`src/pkg/freq_ctrl_pkg.sv`:
```
// Constants and register map of the multi-function pin frequency control block
`default_nettype none
package freq_ctrl_pkg;
  localparam int CLK_KHZ = 25000;
  localparam int CLK_PERIOD_NS = 40;
  localparam int TIMER_BASE_MS = 500;
  localparam int RESET_PULSE_MS = 250;
  localparam int STEP_INTERVAL_NS = 1000;
  localparam int TIMER_BASE_CYCLES = TIMER_BASE_MS * CLK_KHZ;
  localparam int RESET_PULSE_CYCLES = RESET_PULSE_MS * CLK_KHZ;
  localparam int STEP_CYCLES = STEP_INTERVAL_NS / CLK_PERIOD_NS;
  localparam int TIMER_W = 28;
  localparam int PROFILES = 4;
  localparam int DIV_W = 24;
  localparam logic [23:0] DIV_STEP = 24'h000100;
  localparam logic [23:0] PROFILE_RESET = 24'h400000;
  // Register byte offsets
  localparam logic [7:0] FUNC_SEL_OFS = 8'h00;
  localparam logic [7:0] TIMER_CTRL_OFS = 8'h04;
  localparam logic [7:0] OUT_CTRL_OFS = 8'h08;
  localparam logic [7:0] PROG_SEL_OFS = 8'h0C;
  localparam logic [7:0] PROFILE_DATA_OFS = 8'h10;
  localparam logic [7:0] XTAL_TRIM_OFS = 8'h14;
  localparam logic [7:0] STATUS_OFS = 8'h18;
  localparam logic [7:0] VCO_NOW_OFS = 8'h1C;
  // Field positions
  localparam int PIN1_FS_LSB = 5;
  localparam int PIN3_FS_LSB = 2;
  localparam int SER_SEL_BIT = 4;
  localparam int REG_PROF_LSB = 0;
  localparam int SWITCH_EN_BIT = 4;
  localparam int TIMER_EN_BIT = 3;
  localparam int RST_CTRL_BIT = 2;
  localparam int TSEL_LSB = 0;
  localparam int PIN1_RST_OUT_BIT = 5;
  localparam int OE_EN_BIT = 0;
  localparam int OUT1_EN_BIT = 1;
  localparam int DIFF1_EN_BIT = 2;
  localparam int DIFF2_EN_BIT = 3;
  localparam int CLK32_EN_BIT = 4;
  localparam int PROG_LSB = 2;
  localparam int XOUT_LSB = 4;
  // Pin function codes
  localparam logic [1:0] FN_OUT_ENABLE = 2'h0;
  localparam logic [1:0] FN_POWER_DOWN = 2'h1;
  localparam logic [1:0] FN_POWER_SAVE = 2'h2;
  localparam logic [1:0] FN_SWITCH = 2'h3;
  // Reset values and AXI4-Lite response codes
  localparam logic [7:0] FUNC_SEL_RESET = 8'h00;
  localparam logic [7:0] TIMER_CTRL_RESET = 8'h00;
  localparam logic [7:0] OUT_CTRL_RESET = 8'h1F;
  localparam logic [7:0] XTAL_TRIM_RESET = 8'h00;
  localparam logic [1:0] PROG_SEL_RESET = 2'h0;
  localparam logic [1:0] RESP_OKAY = 2'h0;
  localparam logic [1:0] RESP_SLVERR = 2'h2;
endpackage
`default_nettype wire

```
`src/design/multi_function_pin_freq_control.sv`:
```
// Frequency profile switching, power-save, timer and pin function control
//
// Summary of operation
// RULE1 - Four stored feedback divider profiles give four selectable VCO frequencies.
// RULE2 - Every VCO change goes through the overshoot limiter, never a free jump.
// RULE3 - Profile change moves the VCO smoothly up or down to the selected target.
// RULE4 - Selection: disabled gives 0, pin mode, serial pins, or register field.
// RULE5 - Software must not pick pin 3 switching without pin 1 switching.
// RULE6 - A two-bit field picks which profile programming writes target.
// RULE7 - Profile data writes are stored into the slot that field picks.
// RULE8 - Power-save mode moves output one to 32kHz while the end device sleeps.
// RULE9 - Pin function fields reset to the plain output-enable function.
// RULE10 - Software writes code 10 to choose power-save for a pin.
// RULE11 - Timer delays of 0.5, 1, 2 and 4 seconds by a two-bit field.
// RULE12 - Expiry sets a timeout flag; writing timer enable 0 clears it.
// RULE13 - On expiry with reset control on, drive a 250ms reset pulse.
// RULE14 - On expiry with switching on, active profile returns to profile zero.
// RULE15 - After the reset pulse, the switching function is disabled.
// RULE16 - Pin one: output enable, power-down, power-save, select bit, or reset out.
// RULE17 - Output-enable mode gates only single-ended output one.
// RULE18 - Power-down low stops all outputs except an enabled 32kHz output.
// RULE19 - The other outputs run only with power-down high, global and own enable set; the 32kHz output needs only its own enable.
// RULE20 - Two independent four-bit crystal trims in 1, 2, 4, 8 pF steps.
// RULE21 - Software computes trim code as twice load capacitance minus 7pF.
//
// The placing of the registers and the AXI4-Lite interface to the registers were decided locally.
`default_nettype none
module multi_function_pin_freq_control #(
  parameter int TIMER_BASE_CYCLES = freq_ctrl_pkg::TIMER_BASE_CYCLES,
  parameter int RESET_PULSE_CYCLES = freq_ctrl_pkg::RESET_PULSE_CYCLES
) (
  input wire logic aclk,
  input wire logic aresetn,
  input wire logic [7:0] s_axi_awaddr,
  input wire logic s_axi_awvalid,
  output logic s_axi_awready,
  input wire logic [31:0] s_axi_wdata,
  input wire logic [3:0] s_axi_wstrb,
  input wire logic s_axi_wvalid,
  output logic s_axi_wready,
  output logic [1:0] s_axi_bresp,
  output logic s_axi_bvalid,
  input wire logic s_axi_bready,
  input wire logic [7:0] s_axi_araddr,
  input wire logic s_axi_arvalid,
  output logic s_axi_arready,
  output logic [31:0] s_axi_rdata,
  output logic [1:0] s_axi_rresp,
  output logic s_axi_rvalid,
  input wire logic s_axi_rready,
  input wire logic control_pin_one_in,
  output logic control_pin_one_out,
  output logic control_pin_one_oe,
  input wire logic control_pin_three,
  input wire logic serial_clock_pin,
  input wire logic serial_data_pin,
  output logic [freq_ctrl_pkg::DIV_W-1:0] vco_divider,
  output logic [1:0] active_profile,
  output logic single_ended_out1_run,
  output logic out1_use_32k,
  output logic diff1_run,
  output logic diff2_run,
  output logic clk32k_run,
  output logic chip_power_down,
  output logic [3:0] xin_trim,
  output logic [3:0] xout_trim
);
  localparam int TW = freq_ctrl_pkg::TIMER_W;
  localparam int DW = freq_ctrl_pkg::DIV_W;
  typedef enum logic [1:0] {T_IDLE, T_RUN, T_DONE} timer_state_t;

  logic [7:0] func_sel;
  logic [7:0] timer_ctrl;
  logic [7:0] out_ctrl;
  logic [7:0] xtal_trim;
  logic [1:0] prog_sel;
  logic [DW-1:0] profile [freq_ctrl_pkg::PROFILES];
  logic [3:0] pins;
  logic pin1;
  logic pin3;
  logic [1:0] serial_sel;
  logic [1:0] pin1_fn;
  logic [1:0] pin3_fn;
  logic [1:0] next_profile;
  logic aw_held;
  logic w_held;
  logic [7:0] aw_addr;
  logic [31:0] w_data;
  logic [3:0] w_strb;
  logic do_write;
  timer_state_t timer_state;
  logic [TW-1:0] timer_count;
  logic [TW-1:0] timer_limit;
  logic expire;
  logic timeout_flag;
  logic [TW-1:0] pulse_count;
  logic pulse_active;
  logic pulse_last;
  logic power_down_n;
  logic stepping;

  function automatic logic [31:0] merge(input logic [31:0] old, input logic [31:0] nw, input logic [3:0] strb);
    logic [31:0] r;
    r = old;
    for (int i = 0; i < 4; i++)
      if (strb[i])
        r[8*i +: 8] = nw[8*i +: 8];
    return r;
  endfunction

  function automatic logic mapped(input logic [7:0] a);
    return a[1:0] == 2'h0 && a <= freq_ctrl_pkg::VCO_NOW_OFS;
  endfunction

  pin_sync3 #(.W(4)) u_sync (
    .aclk(aclk),
    .aresetn(aresetn),
    .pin({control_pin_one_in, control_pin_three, serial_clock_pin, serial_data_pin}),
    .level(pins)
  );
  assign pin1 = pins[3];
  assign pin3 = pins[2];
  assign serial_sel = pins[1:0];
  assign pin1_fn = func_sel[freq_ctrl_pkg::PIN1_FS_LSB +: 2];
  assign pin3_fn = func_sel[freq_ctrl_pkg::PIN3_FS_LSB +: 2];

  // AXI4-Lite write: address and data may arrive in either order
  assign s_axi_awready = !aw_held;
  assign s_axi_wready = !w_held;
  assign do_write = aw_held && w_held && !s_axi_bvalid;

  always_ff @(posedge aclk)
  begin
    if (!aresetn)
    begin
      aw_held <= 1'b0;
      w_held <= 1'b0;
      aw_addr <= 8'h00;
      w_data <= 32'h00000000;
      w_strb <= 4'h0;
      s_axi_bvalid <= 1'b0;
      s_axi_bresp <= freq_ctrl_pkg::RESP_OKAY;
    end
    else
    begin
      if (s_axi_awvalid && !aw_held)
      begin
        aw_held <= 1'b1;
        aw_addr <= s_axi_awaddr;
      end
      if (s_axi_wvalid && !w_held)
      begin
        w_held <= 1'b1;
        w_data <= s_axi_wdata;
        w_strb <= s_axi_wstrb;
      end
      if (do_write)
      begin
        s_axi_bvalid <= 1'b1;
        s_axi_bresp <= mapped(aw_addr) ? freq_ctrl_pkg::RESP_OKAY : freq_ctrl_pkg::RESP_SLVERR;
      end
      else if (s_axi_bvalid && s_axi_bready)
      begin
        s_axi_bvalid <= 1'b0;
        aw_held <= 1'b0;
        w_held <= 1'b0;
      end
    end
  end

  // Control registers; function fields reset to output enable [RULE9]
  always_ff @(posedge aclk)
  begin
    if (!aresetn)
    begin
      func_sel <= freq_ctrl_pkg::FUNC_SEL_RESET;
      timer_ctrl <= freq_ctrl_pkg::TIMER_CTRL_RESET;
      out_ctrl <= freq_ctrl_pkg::OUT_CTRL_RESET;
      xtal_trim <= freq_ctrl_pkg::XTAL_TRIM_RESET;
      prog_sel <= freq_ctrl_pkg::PROG_SEL_RESET;
    end
    else
    begin
      if (do_write && aw_addr == freq_ctrl_pkg::FUNC_SEL_OFS && w_strb[0])
        func_sel <= w_data[7:0];
      if (do_write && aw_addr == freq_ctrl_pkg::TIMER_CTRL_OFS && w_strb[0])
        timer_ctrl <= w_data[7:0];
      // Hardware disable after the pulse overrides a same-cycle write
      if (pulse_last)
        timer_ctrl[freq_ctrl_pkg::SWITCH_EN_BIT] <= 1'b0; // [RULE15]
      if (do_write && aw_addr == freq_ctrl_pkg::OUT_CTRL_OFS && w_strb[0])
        out_ctrl <= w_data[7:0];
      if (do_write && aw_addr == freq_ctrl_pkg::XTAL_TRIM_OFS && w_strb[0])
        xtal_trim <= w_data[7:0]; // [RULE20]
      if (do_write && aw_addr == freq_ctrl_pkg::PROG_SEL_OFS && w_strb[0])
        prog_sel <= w_data[freq_ctrl_pkg::PROG_LSB +: 2]; // [RULE6]
    end
  end

  // Profile store, one slot per target frequency [RULE1]
  for (genvar g = 0; g < freq_ctrl_pkg::PROFILES; g++)
  begin : g_profile
    always_ff @(posedge aclk)
    begin
      if (!aresetn)
        profile[g] <= freq_ctrl_pkg::PROFILE_RESET;
      else if (do_write && aw_addr == freq_ctrl_pkg::PROFILE_DATA_OFS && prog_sel == 2'(g))
        profile[g] <= DW'(merge(32'(profile[g]), w_data, w_strb)); // [RULE7]
    end
  end

  // AXI4-Lite read
  assign s_axi_arready = !s_axi_rvalid;
  always_ff @(posedge aclk)
  begin
    if (!aresetn)
    begin
      s_axi_rvalid <= 1'b0;
      s_axi_rdata <= 32'h00000000;
      s_axi_rresp <= freq_ctrl_pkg::RESP_OKAY;
    end
    else if (s_axi_arvalid && !s_axi_rvalid)
    begin
      s_axi_rvalid <= 1'b1;
      s_axi_rresp <= mapped(s_axi_araddr) ? freq_ctrl_pkg::RESP_OKAY : freq_ctrl_pkg::RESP_SLVERR;
      case (s_axi_araddr)
        freq_ctrl_pkg::FUNC_SEL_OFS: s_axi_rdata <= {24'h000000, func_sel};
        freq_ctrl_pkg::TIMER_CTRL_OFS: s_axi_rdata <= {24'h000000, timer_ctrl};
        freq_ctrl_pkg::OUT_CTRL_OFS: s_axi_rdata <= {24'h000000, out_ctrl};
        freq_ctrl_pkg::PROG_SEL_OFS: s_axi_rdata <= {28'h0000000, prog_sel, 2'h0};
        freq_ctrl_pkg::PROFILE_DATA_OFS: s_axi_rdata <= 32'(profile[prog_sel]);
        freq_ctrl_pkg::XTAL_TRIM_OFS: s_axi_rdata <= {24'h000000, xtal_trim};
        freq_ctrl_pkg::STATUS_OFS:
          s_axi_rdata <= {26'h0000000, out1_use_32k, pulse_active, stepping, active_profile, timeout_flag};
        freq_ctrl_pkg::VCO_NOW_OFS: s_axi_rdata <= 32'(vco_divider);
        default: s_axi_rdata <= 32'h00000000;
      endcase
    end
    else if (s_axi_rready)
      s_axi_rvalid <= 1'b0;
  end

  // Selection priority; pin-3-only switching is unsupported and falls to zero [RULE4] [RULE5] [RULE14]
  always_comb
  begin
    if (!timer_ctrl[freq_ctrl_pkg::SWITCH_EN_BIT] || timeout_flag)
      next_profile = 2'h0;
    else if (pin1_fn == freq_ctrl_pkg::FN_SWITCH && pin3_fn == freq_ctrl_pkg::FN_SWITCH)
      next_profile = {pin3, pin1};
    else if (pin1_fn == freq_ctrl_pkg::FN_SWITCH)
      next_profile = {1'b0, pin1};
    else if (pin3_fn == freq_ctrl_pkg::FN_SWITCH)
      next_profile = 2'h0;
    else if (!func_sel[freq_ctrl_pkg::SER_SEL_BIT])
      next_profile = serial_sel;
    else
      next_profile = func_sel[freq_ctrl_pkg::REG_PROF_LSB +: 2];
  end

  always_ff @(posedge aclk)
  begin
    if (!aresetn)
      active_profile <= 2'h0;
    else
      active_profile <= next_profile;
  end

  vco_step_limiter u_step (
    .aclk(aclk),
    .aresetn(aresetn),
    .target(profile[active_profile]),
    .current(vco_divider),
    .busy(stepping)
  );

  // Timeout timer, one shot until the enable is written low [RULE11]
  assign timer_limit = TW'(TIMER_BASE_CYCLES) << timer_ctrl[freq_ctrl_pkg::TSEL_LSB +: 2];
  assign expire = (timer_state == T_RUN) && (timer_count == timer_limit - 1'b1);

  always_ff @(posedge aclk)
  begin
    if (!aresetn || !timer_ctrl[freq_ctrl_pkg::TIMER_EN_BIT])
    begin
      timer_state <= T_IDLE;
      timer_count <= '0;
    end
    else
    begin
      case (timer_state)
        T_IDLE: timer_state <= T_RUN;
        T_RUN:
        begin
          timer_count <= timer_count + 1'b1;
          if (expire)
            timer_state <= T_DONE;
        end
        T_DONE: timer_state <= T_DONE;
        default: timer_state <= T_IDLE;
      endcase
    end
  end

  // Expiry wins over a clear in the same cycle [RULE12]
  always_ff @(posedge aclk)
  begin
    if (!aresetn)
      timeout_flag <= 1'b0;
    else if (expire)
      timeout_flag <= 1'b1;
    else if (!timer_ctrl[freq_ctrl_pkg::TIMER_EN_BIT])
      timeout_flag <= 1'b0;
  end

  // Reset pulse, driven active low on pin one when selected [RULE13] [RULE16]
  assign pulse_active = (pulse_count != '0);
  assign pulse_last = (pulse_count == TW'(1));
  always_ff @(posedge aclk)
  begin
    if (!aresetn)
      pulse_count <= '0;
    else if (expire && timer_ctrl[freq_ctrl_pkg::RST_CTRL_BIT])
      pulse_count <= TW'(RESET_PULSE_CYCLES);
    else if (pulse_active)
      pulse_count <= pulse_count - 1'b1;
  end
  assign control_pin_one_oe = timer_ctrl[freq_ctrl_pkg::PIN1_RST_OUT_BIT];
  assign control_pin_one_out = !pulse_active;

  // Output gating [RULE16] [RULE17] [RULE18] [RULE19]
  assign power_down_n = !(pin1_fn == freq_ctrl_pkg::FN_POWER_DOWN && !pin1 && !control_pin_one_oe);
  always_ff @(posedge aclk)
  begin
    if (!aresetn)
    begin
      single_ended_out1_run <= 1'b0;
      out1_use_32k <= 1'b0;
      diff1_run <= 1'b0;
      diff2_run <= 1'b0;
      clk32k_run <= 1'b0;
      chip_power_down <= 1'b0;
      xin_trim <= 4'h0;
      xout_trim <= 4'h0;
    end
    else
    begin
      single_ended_out1_run <= power_down_n && out_ctrl[freq_ctrl_pkg::OE_EN_BIT] &&
        out_ctrl[freq_ctrl_pkg::OUT1_EN_BIT] && !(pin1_fn == freq_ctrl_pkg::FN_OUT_ENABLE && !pin1);
      out1_use_32k <= pin1_fn == freq_ctrl_pkg::FN_POWER_SAVE && !pin1; // [RULE8] [RULE10]
      diff1_run <= power_down_n && out_ctrl[freq_ctrl_pkg::OE_EN_BIT] && out_ctrl[freq_ctrl_pkg::DIFF1_EN_BIT];
      diff2_run <= power_down_n && out_ctrl[freq_ctrl_pkg::OE_EN_BIT] && out_ctrl[freq_ctrl_pkg::DIFF2_EN_BIT];
      // The 32kHz clock free-runs through power-down
      clk32k_run <= out_ctrl[freq_ctrl_pkg::CLK32_EN_BIT];
      chip_power_down <= !power_down_n;
      xin_trim <= xtal_trim[3:0]; // [RULE20]
      xout_trim <= xtal_trim[freq_ctrl_pkg::XOUT_LSB +: 4];
    end
  end
endmodule
`default_nettype wire

```
`src/design/pin_sync3.sv`:
```
// Three-stage pin synchroniser with agreement filter
`default_nettype none
module pin_sync3 #(
  parameter int W = 1
) (
  input wire logic aclk,
  input wire logic aresetn,
  input wire logic [W-1:0] pin,
  output logic [W-1:0] level
);
  logic [W-1:0] ff1;
  logic [W-1:0] ff2;
  logic [W-1:0] ff3;

  // Idle pins read high, so power-down and select inputs start inactive
  always_ff @(posedge aclk)
  begin
    if (!aresetn)
    begin
      ff1 <= '1;
      ff2 <= '1;
      ff3 <= '1;
      level <= '1;
    end
    else
    begin
      ff1 <= pin;
      ff2 <= ff1;
      ff3 <= ff2;
      // Follow the pin only once two stages agree, else hold
      level <= (ff2 & ff3) | (level & (ff2 ^ ff3));
    end
  end
endmodule
`default_nettype wire

```
`src/design/vco_step_limiter.sv`:
```
// Steps the feedback divider toward its target in bounded increments
`default_nettype none
module vco_step_limiter (
  input wire logic aclk,
  input wire logic aresetn,
  input wire logic [freq_ctrl_pkg::DIV_W-1:0] target,
  output logic [freq_ctrl_pkg::DIV_W-1:0] current,
  output logic busy
);
  localparam int CW = 8;
  logic [CW-1:0] tick_count;
  logic tick;

  assign tick = (tick_count == CW'(freq_ctrl_pkg::STEP_CYCLES - 1));
  assign busy = (current != target);

  always_ff @(posedge aclk)
  begin
    if (!aresetn || tick)
      tick_count <= '0;
    else
      tick_count <= tick_count + 1'b1;
  end

  // Never jump: the loop must track each small step without overshoot [RULE2] [RULE3]
  always_ff @(posedge aclk)
  begin
    if (!aresetn)
      current <= freq_ctrl_pkg::PROFILE_RESET;
    else if (tick && busy)
    begin
      if (target > current)
        current <= (target - current > freq_ctrl_pkg::DIV_STEP) ? current + freq_ctrl_pkg::DIV_STEP : target;
      else
        current <= (current - target > freq_ctrl_pkg::DIV_STEP) ? current - freq_ctrl_pkg::DIV_STEP : target;
    end
  end
endmodule
`default_nettype wire

```
`config.mk`:
```
export PLATFORM = sky130hd
export DESIGN_NAME = multi_function_pin_freq_control
export DESIGN_NICKNAME = d
export VERILOG_FILES = /design/src/pkg/freq_ctrl_pkg.sv /design/src/design/multi_function_pin_freq_control.sv /design/src/design/pin_sync3.sv /design/src/design/vco_step_limiter.sv
export SDC_FILE = /design/constraint.sdc
export NUM_CORES = 1
export LEC_CHECK = 0
export CORE_MARGIN = 2
export CORE_UTILIZATION = 45
export CTS_BUF_LIST = sky130_fd_sc_hd__clkbuf_4
export DETAILED_ROUTE_END_ITERATION = 16
export DONT_BUFFER_PORTS = 1
export GPL_TIMING_DRIVEN = 0
export HOLD_SLACK_MARGIN = 0.08
export PLACE_DENSITY_LB_ADDON = 0.15
export SLEW_MARGIN = 20
export SYNTH_ARGS = -nofsm -noshare
export SYNTH_HDL_FRONTEND = slang
export SYNTH_SLANG_ARGS = --single-unit
```
`constraint.sdc`:
```
create_clock -name aclk -period 5.4 [get_ports aclk]
set_input_delay 0 -clock aclk [delete_from_list [all_inputs] [get_ports aclk]]
set_output_delay 0 -clock aclk [all_outputs]
set_load 0.1 [all_outputs]
```
* Word-level counts from Yosys, hierarchy flattened
Memory sizes are Yosys's and may differ from the RTL's. A register that Yosys moved wholly into a read port is not among the register bits.
Cells that the tools add are included.
** Cells by class
- $add $sub $neg :: 8
- Order comparisons :: 5
- Bitwise gates (word level) :: 17
- Mux-type cells :: 90
- Reduce and logical (&&, ||, !) cells :: 77
- Equality and inequality tests :: 39
- Shifts and indexed selects :: 1
** Operators with widths (number)
- 8-bit two-way mux :: 48
- 24-bit one-hot mux with 8 select lines :: 1
- 24-bit two-way mux :: 3
- 8-bit by 5-bit equality test with 1-bit output, second input constant :: 7
- 28-bit by 1-bit subtractor with 28-bit output, second input constant :: 2
- 24-bit by 9-bit > comparator with 1-bit output, second input constant :: 2
- 24-bit subtractor :: 2
- 23-bit two-way mux :: 2
- 1-bit logical AND :: 36
- 3-bit != test, second input constant :: 12
- 8-bit by 4-bit equality test with 1-bit output, second input constant :: 4
- 28-bit by 1-bit adder with 28-bit output, second input constant :: 1
- 28-bit by 1-bit equality test with 1-bit output, second input constant :: 1
- 28-bit equality test :: 1
- 28-bit nonzero test :: 1
- 24-bit by 2-bit << shifter with 28-bit output, first input constant :: 1
- 1-bit two-way mux :: 25
- 24-bit by 9-bit adder with 24-bit output, second input constant :: 1
- 24-bit > comparator :: 1
- 24-bit != test :: 1
- 2-bit AND reduction :: 12
- 24-bit by 9-bit subtractor with 24-bit output, second input constant :: 1
- 2-bit two-way mux :: 10
- 8-bit by 3-bit equality test with 1-bit output, second input constant :: 2
- other kinds (18) :: 60
** Word-level totals
- Bits in writable memories :: 96
- Memories :: 1
- Logic and storage cells :: 274
- Output and inout port bits :: 83
- Bits of input ports :: 63
- Flip-flop bits (word level) :: 232
** Memories
- profile :: depth 4, bits a word 24, read ports 2, clocked after Yosys merged registers in 2, write ports 4, RTL line multi_function_pin_freq_control.sv:77 : logic [DW-1:0] profile [freq_ctrl_pkg::PROFILES];

* Longest topological paths before layout
- Word-level depth :: 9
- Mapped depth :: 19
- Depth with buffers taken out :: 15

* By module
From an unflattened synthesis, not the netlist that was laid out.
** Second synthesis, totals
- Cells, all modules :: 1964
- Area total of the unflattened synthesis :: 18337.6 µm²
** By module, submodules not included
- multi_function_pin_freq_control :: sequential area each 6406.1 µm², cells each 1237, area an instance 12904.9 µm², times used 1
- vco_step_limiter :: sequential area each 640.6 µm², cells each 686, area an instance 4931.0 µm², times used 1
- pin_sync3 :: sequential area each 320.3 µm², cells each 41, area an instance 501.7 µm², times used 1

* Worst setup path after synthesis
No wires, ideal clock.
- Path type :: register -> register
- Start :: reg active_profile[0] (netlist name)
- End :: reg u_step.current[8] in the netlist's numbering
- Clock period less this slack :: 5.497 ns
- Data required time :: 5.326 ns
- Stages on the path, launching flop included :: 19
- Setup time :: 0.074 ns
- Arrival :: 5.422 ns
- Buffers on the path :: 3
- Setup slack :: -0.097 ns
- Cell sequence :: dfxtp_1 > clkbuf_1 > buf_1 > mux4_2 > inv_1 > ha_1 > fa_1 > or2b_1 > a21oi_1 > nand3_1 > mux2i_1 > o41ai_1 > and4_1 > nand4_2 > or2_1 > buf_6 > mux2_4 > or3_1 > a31oi_1
** RTL lines
- end signal, assigned :: RTL line vco_step_limiter.sv:29 : current <= freq_ctrl_pkg::PROFILE_RESET;
- end signal, assigned :: RTL line vco_step_limiter.sv:33 : current <= (target - current > freq_ctrl_pkg::DIV_STEP) ? current + freq_ctrl_pkg::DIV_STEP : target;
- end signal, assigned :: RTL line vco_step_limiter.sv:35 : current <= (current - target > freq_ctrl_pkg::DIV_STEP) ? current - freq_ctrl_pkg::DIV_STEP : target;
- end, declared :: RTL line vco_step_limiter.sv:7 : output logic [freq_ctrl_pkg::DIV_W-1:0] current,

==> impl_results.md <==
- Mean instance size in the synthesized netlist: 9.26 µm²
- TritonCTS Sinks: 320
- Area Growth Syn to Fin: 16.6%
- Worst setup slack after layout: 0.214 ns
- CTS tree: done
- Quantity of I/O buffers inserted on ports: 0
- Cell type with the largest total area after synthesis: dfxtp_1
- Endpoint of the lowest-slack register-to-register path: u_step.current[8]
- Net switching fraction of the power: 29.6%
- Number of slew-limit violations in the final report: 0
- Cell chain of the critical path: buf_4 > buf_6 > mux4_2 > ha_1 > buf_2 > a21oi_2 > o21ai_1 > a221oi_2 > o21ai_2 > mux2i_1 > and4_1 > nand4_2 > or2_1 > buf_6 > mux2_4 > or3_1 > a31oi_1
- Max_cap viols: 0
- Number of instances in the synthesized netlist: 1911
- Initial antenna violation count: 3
- Overall power consumption: 5.69 mW
- Power per standard cell area: 276 nW/µm²
- Leakage dissipation: 7.86 nW
- Number of nets in the final layout: 2236
- Max stage delay on crit path: slightly below 0.6 ns
- Last weighted congestion value of the routability-driven placer: 0.937
- Average detailed-routed wire length per instance: approximately 21 µm
- Number of rows created at floorplan: 72
- Root buffer cell: clkbuf_4
- Data arrival time of the critical path: 5.86 ns
- Cell types occupying the most area after synthesis: dfxtp_1, edfxtp_1, mux4_2, ha_1, a21oi_1
- Final setup skew: 0.0467 ns
- Req. time, crit path: 6.08 ns
- Final hold violations: 0
- Achievable frequency: ~190 MHz
- Core area: 38700 µm²
- CP delay by family, top: multiplexers
- Cell types with the highest counts after synthesis: dfxtp_1, nor2_1, nand2_1
- Combinational share of power: between 10% and 20%
- Flop2flop setup slack: 0.21 ns
- Async set-or-reset flop fraction in the synthesized netlist: 0%
- Startpoint-to-endpoint class of the critical path: register to register
- Final HPWL DP: 42.6 mm
- Setup Fix Bufs, Post-CTS: 0
- Tcrit/Tclk final: 96.0%
- Number of warnings issued by yosys: 0
- First-pass GRT wire length: between 80 and 90 mm
- Stages on worst setup path: 17
- Total number of H-tree levels: 3
- Maximum number of pins on one net before global-route repair: 13
- DRC violation total after the first TritonRoute iteration: between 900 and 1000
- Min Hold Slack: 0.314 ns
- Worst R2R Start: active_profile[0]
- Clock latency at the later pin of the worst-skew pair: 0.78 ns
- DRC Markers: 0
- Setup repair after global routing missed its margin: true
- Startpoint of the worst setup timing path: active_profile[0]
- Int Pwr: 4.01 mW
- Proportion of power drawn by flip-flops and latches: 47.8%
- Full die area: 40900 µm²
- CTS max path bufs: 3
- Library cell with the highest instance count after synthesis: dfxtp_1
- Worst supply voltage drop on vdd: 0.250 mV
- Kind of end point of the critical path: register
- Length of the first detailed-routing pass in iterations: 6
- Number of vias after detailed routing: 15561
- Via count normalized by instance count: 5.77
- Most used flip-flop cell after synthesis: dfxtp_1
- Path type of the worst min-delay path: primary input to register
- Portion of the post-synthesis area used by sequential elements: 41.6%
- Post-placement setup slack: -1.37 ns
- Tightest slew margin relative to the limit: 22.2%
- Final antenna-violating net count: 0
- Fraction of power consumed by the clock network: around 38%
- Switching power of the nets: roughly 1.7 mW
- Total gr overflow: 0
- Crit path max-delay cell type: mux4_2
- Most used cell, CP: buf_6
- CTS buffer count: 85
- Die height: between 200 and 250 µm
- Starting density of the core: between 40% and 50%
- Setup Total Neg Slack: 0 ns
- Pin slew with the least headroom to its limit: around 1.2 ns
- Buf+Inv Stages, Crit Path: 4
- Worst Setup EP: u_step.current[8]
- Crit start category: register
- Depth of the worst register-to-register path: 17
- Die width: 202 µm
- Yosys reg bits: 320
- Netlist area before placement: ~18000 µm²
- GR Util All Layers: approximately 27%
- Netlist cell types: 86
- Largest fanout on the critical path: 10
- IO Pins: 146
- Endpoints failing setup: 0
- Count of flip-flops with a built-in enable after synthesis: 96
- CTS clock-pin slew for the worst setup and hold paths: 0.07 ns
- Area share of the leading cell type in the synthesized netlist: between 20% and 30%
- Layout cells sized above 1: 12.7%
- Final period demand of the worst path: just over 5 ns
- Final wirelength: 55.8 mm
- Number of global-route vias before repair: between 15000 and 20000
- Outcome: completed
==> what timing repair did <==
item	in CTS	in global routing
gates cloned	0	0
hold buffers	103	0
resized for setup	26	19
endpoints found under the setup margin	24	19
endpoints found under the hold margin	61	0
==> layer usage <==
| metal | GRT usage (%) | up-vias | part of all wire, % |
|---|---|---|---|
| li1 | - | 7377 | - |
| met1 | 34.2 | 7478 | 42 |
| met2 | 45.0 | 568 | 47 |
| met3 | 5.30 | 136 | 6.5 |
| met4 | 12.8 | 2 | 4.2 |
| met5 | 0 | - | 0.023 |
==> registers in the layout (all words and copies together) (netlist names), 24 cells and up, named ones only <==
name / cells
u_step.current: 24
s_axi_rdata: 24
w_data: 24
profile: 96
pulse_count: 28
timer_count: 28
==> per-stage QoR <==
stage | util, % | std cells | area (µm²)
after floorplan | - | 1920 | 17700
after global placement | 47.5 | 2438 | 18400
after detailed placement | 47.5 | 2438 | 18400
after CTS | 53.1 | 2697 | 20600
after global routing | 53.3 | 2699 | 20600
final | 53.3 | 2699 | 20600
==> power by group through the flow <==
stage / Clock [mW] / Sequential [mW] / Combinational, mW
floorplan: 0 / 2.73 / 0.592
global placement: 0 / 2.76 / 0.734
detailed placement: 0 / 2.77 / 0.748
CTS: 2.20 / 2.71 / 0.817
global route: 2.33 / 2.73 / 0.915
finish: 2.15 / 2.72 / 0.827
==> worst reg2reg max path, cell delays in order, from the launching register on <==
cell	delay [ns]
dfxtp_4	0.54
buf_4	0.29
buf_6	0.22
mux4_2	0.58
ha_1	0.38
buf_2	0.23
a21oi_2	0.16
o21ai_1	0.12
a221oi_2	0.46
o21ai_2	0.14
mux2i_1	0.27
and4_1	0.31
nand4_2	0.14
or2_1	0.25
buf_6	0.14
mux2_4	0.33
or3_1	0.36
a31oi_1	0.17
==> area by class of cell <==
cell class,instances,area (µm²)
sequential,320,7390
inverter,69,259
fill,3595,18100
antenna,2,5.00
multi-input combinational,1399,9590
buffer,132,621
tap,518,648
clock buffer,125,938
clock inverter,31,154
timing repair buffer,103,1030
==> cells in the final DEF, fill, tap and decap left out, types with 45 or more instances in the layout <==
| cell | instances |
|---|---|
| dfxtp_1 | 210 |
| nand2_1 | 178 |
| edfxtp_1 | 96 |
| clkbuf_4 | 128 |
| ha_1 | 62 |
| dlygate4sd3_1 | 103 |
| and3_1 | 117 |
| o21ai_0 | 60 |
| a21oi_1 | 150 |
| nor2_1 | 177 |
| mux4_2 | 49 |
| clkbuf_1 | 84 |
| inv_1 | 66 |
| mux2i_1 | 45 |
==> worst min path at each step <==
stage,end,depth (start not counted),slack [ns],from
floorplan,s_axi_rvalid,1,0.10,s_axi_rready
global placement,u_sync.ff1[2],1,0.10,control_pin_three
detailed placement,u_sync.ff1[2],1,0.11,control_pin_three
CTS,w_data[1],4,0.28,s_axi_wvalid
global route,w_strb[2],4,0.31,s_axi_wvalid
finish,w_data[0],4,0.31,s_axi_wvalid
==> logic make-up (layout without fill, tap and decap cells) <==
kind of cell | Yosys count | in the layout | share of synthesized area, %
compound gates | 421 | 421 | 15.4
buf+inv | 201 | 460 | 4.79
flops | 320 | 320 | 41.6
simple gates | 729 | 729 | 20.7
other cells | 1 | 12 | 0.0212
fa+ha+maj | 63 | 63 | 4.50
mux | 97 | 97 | 8.99
xor+xnor | 79 | 79 | 3.91
Note: power is estimated with default switching activity, not from simulation.
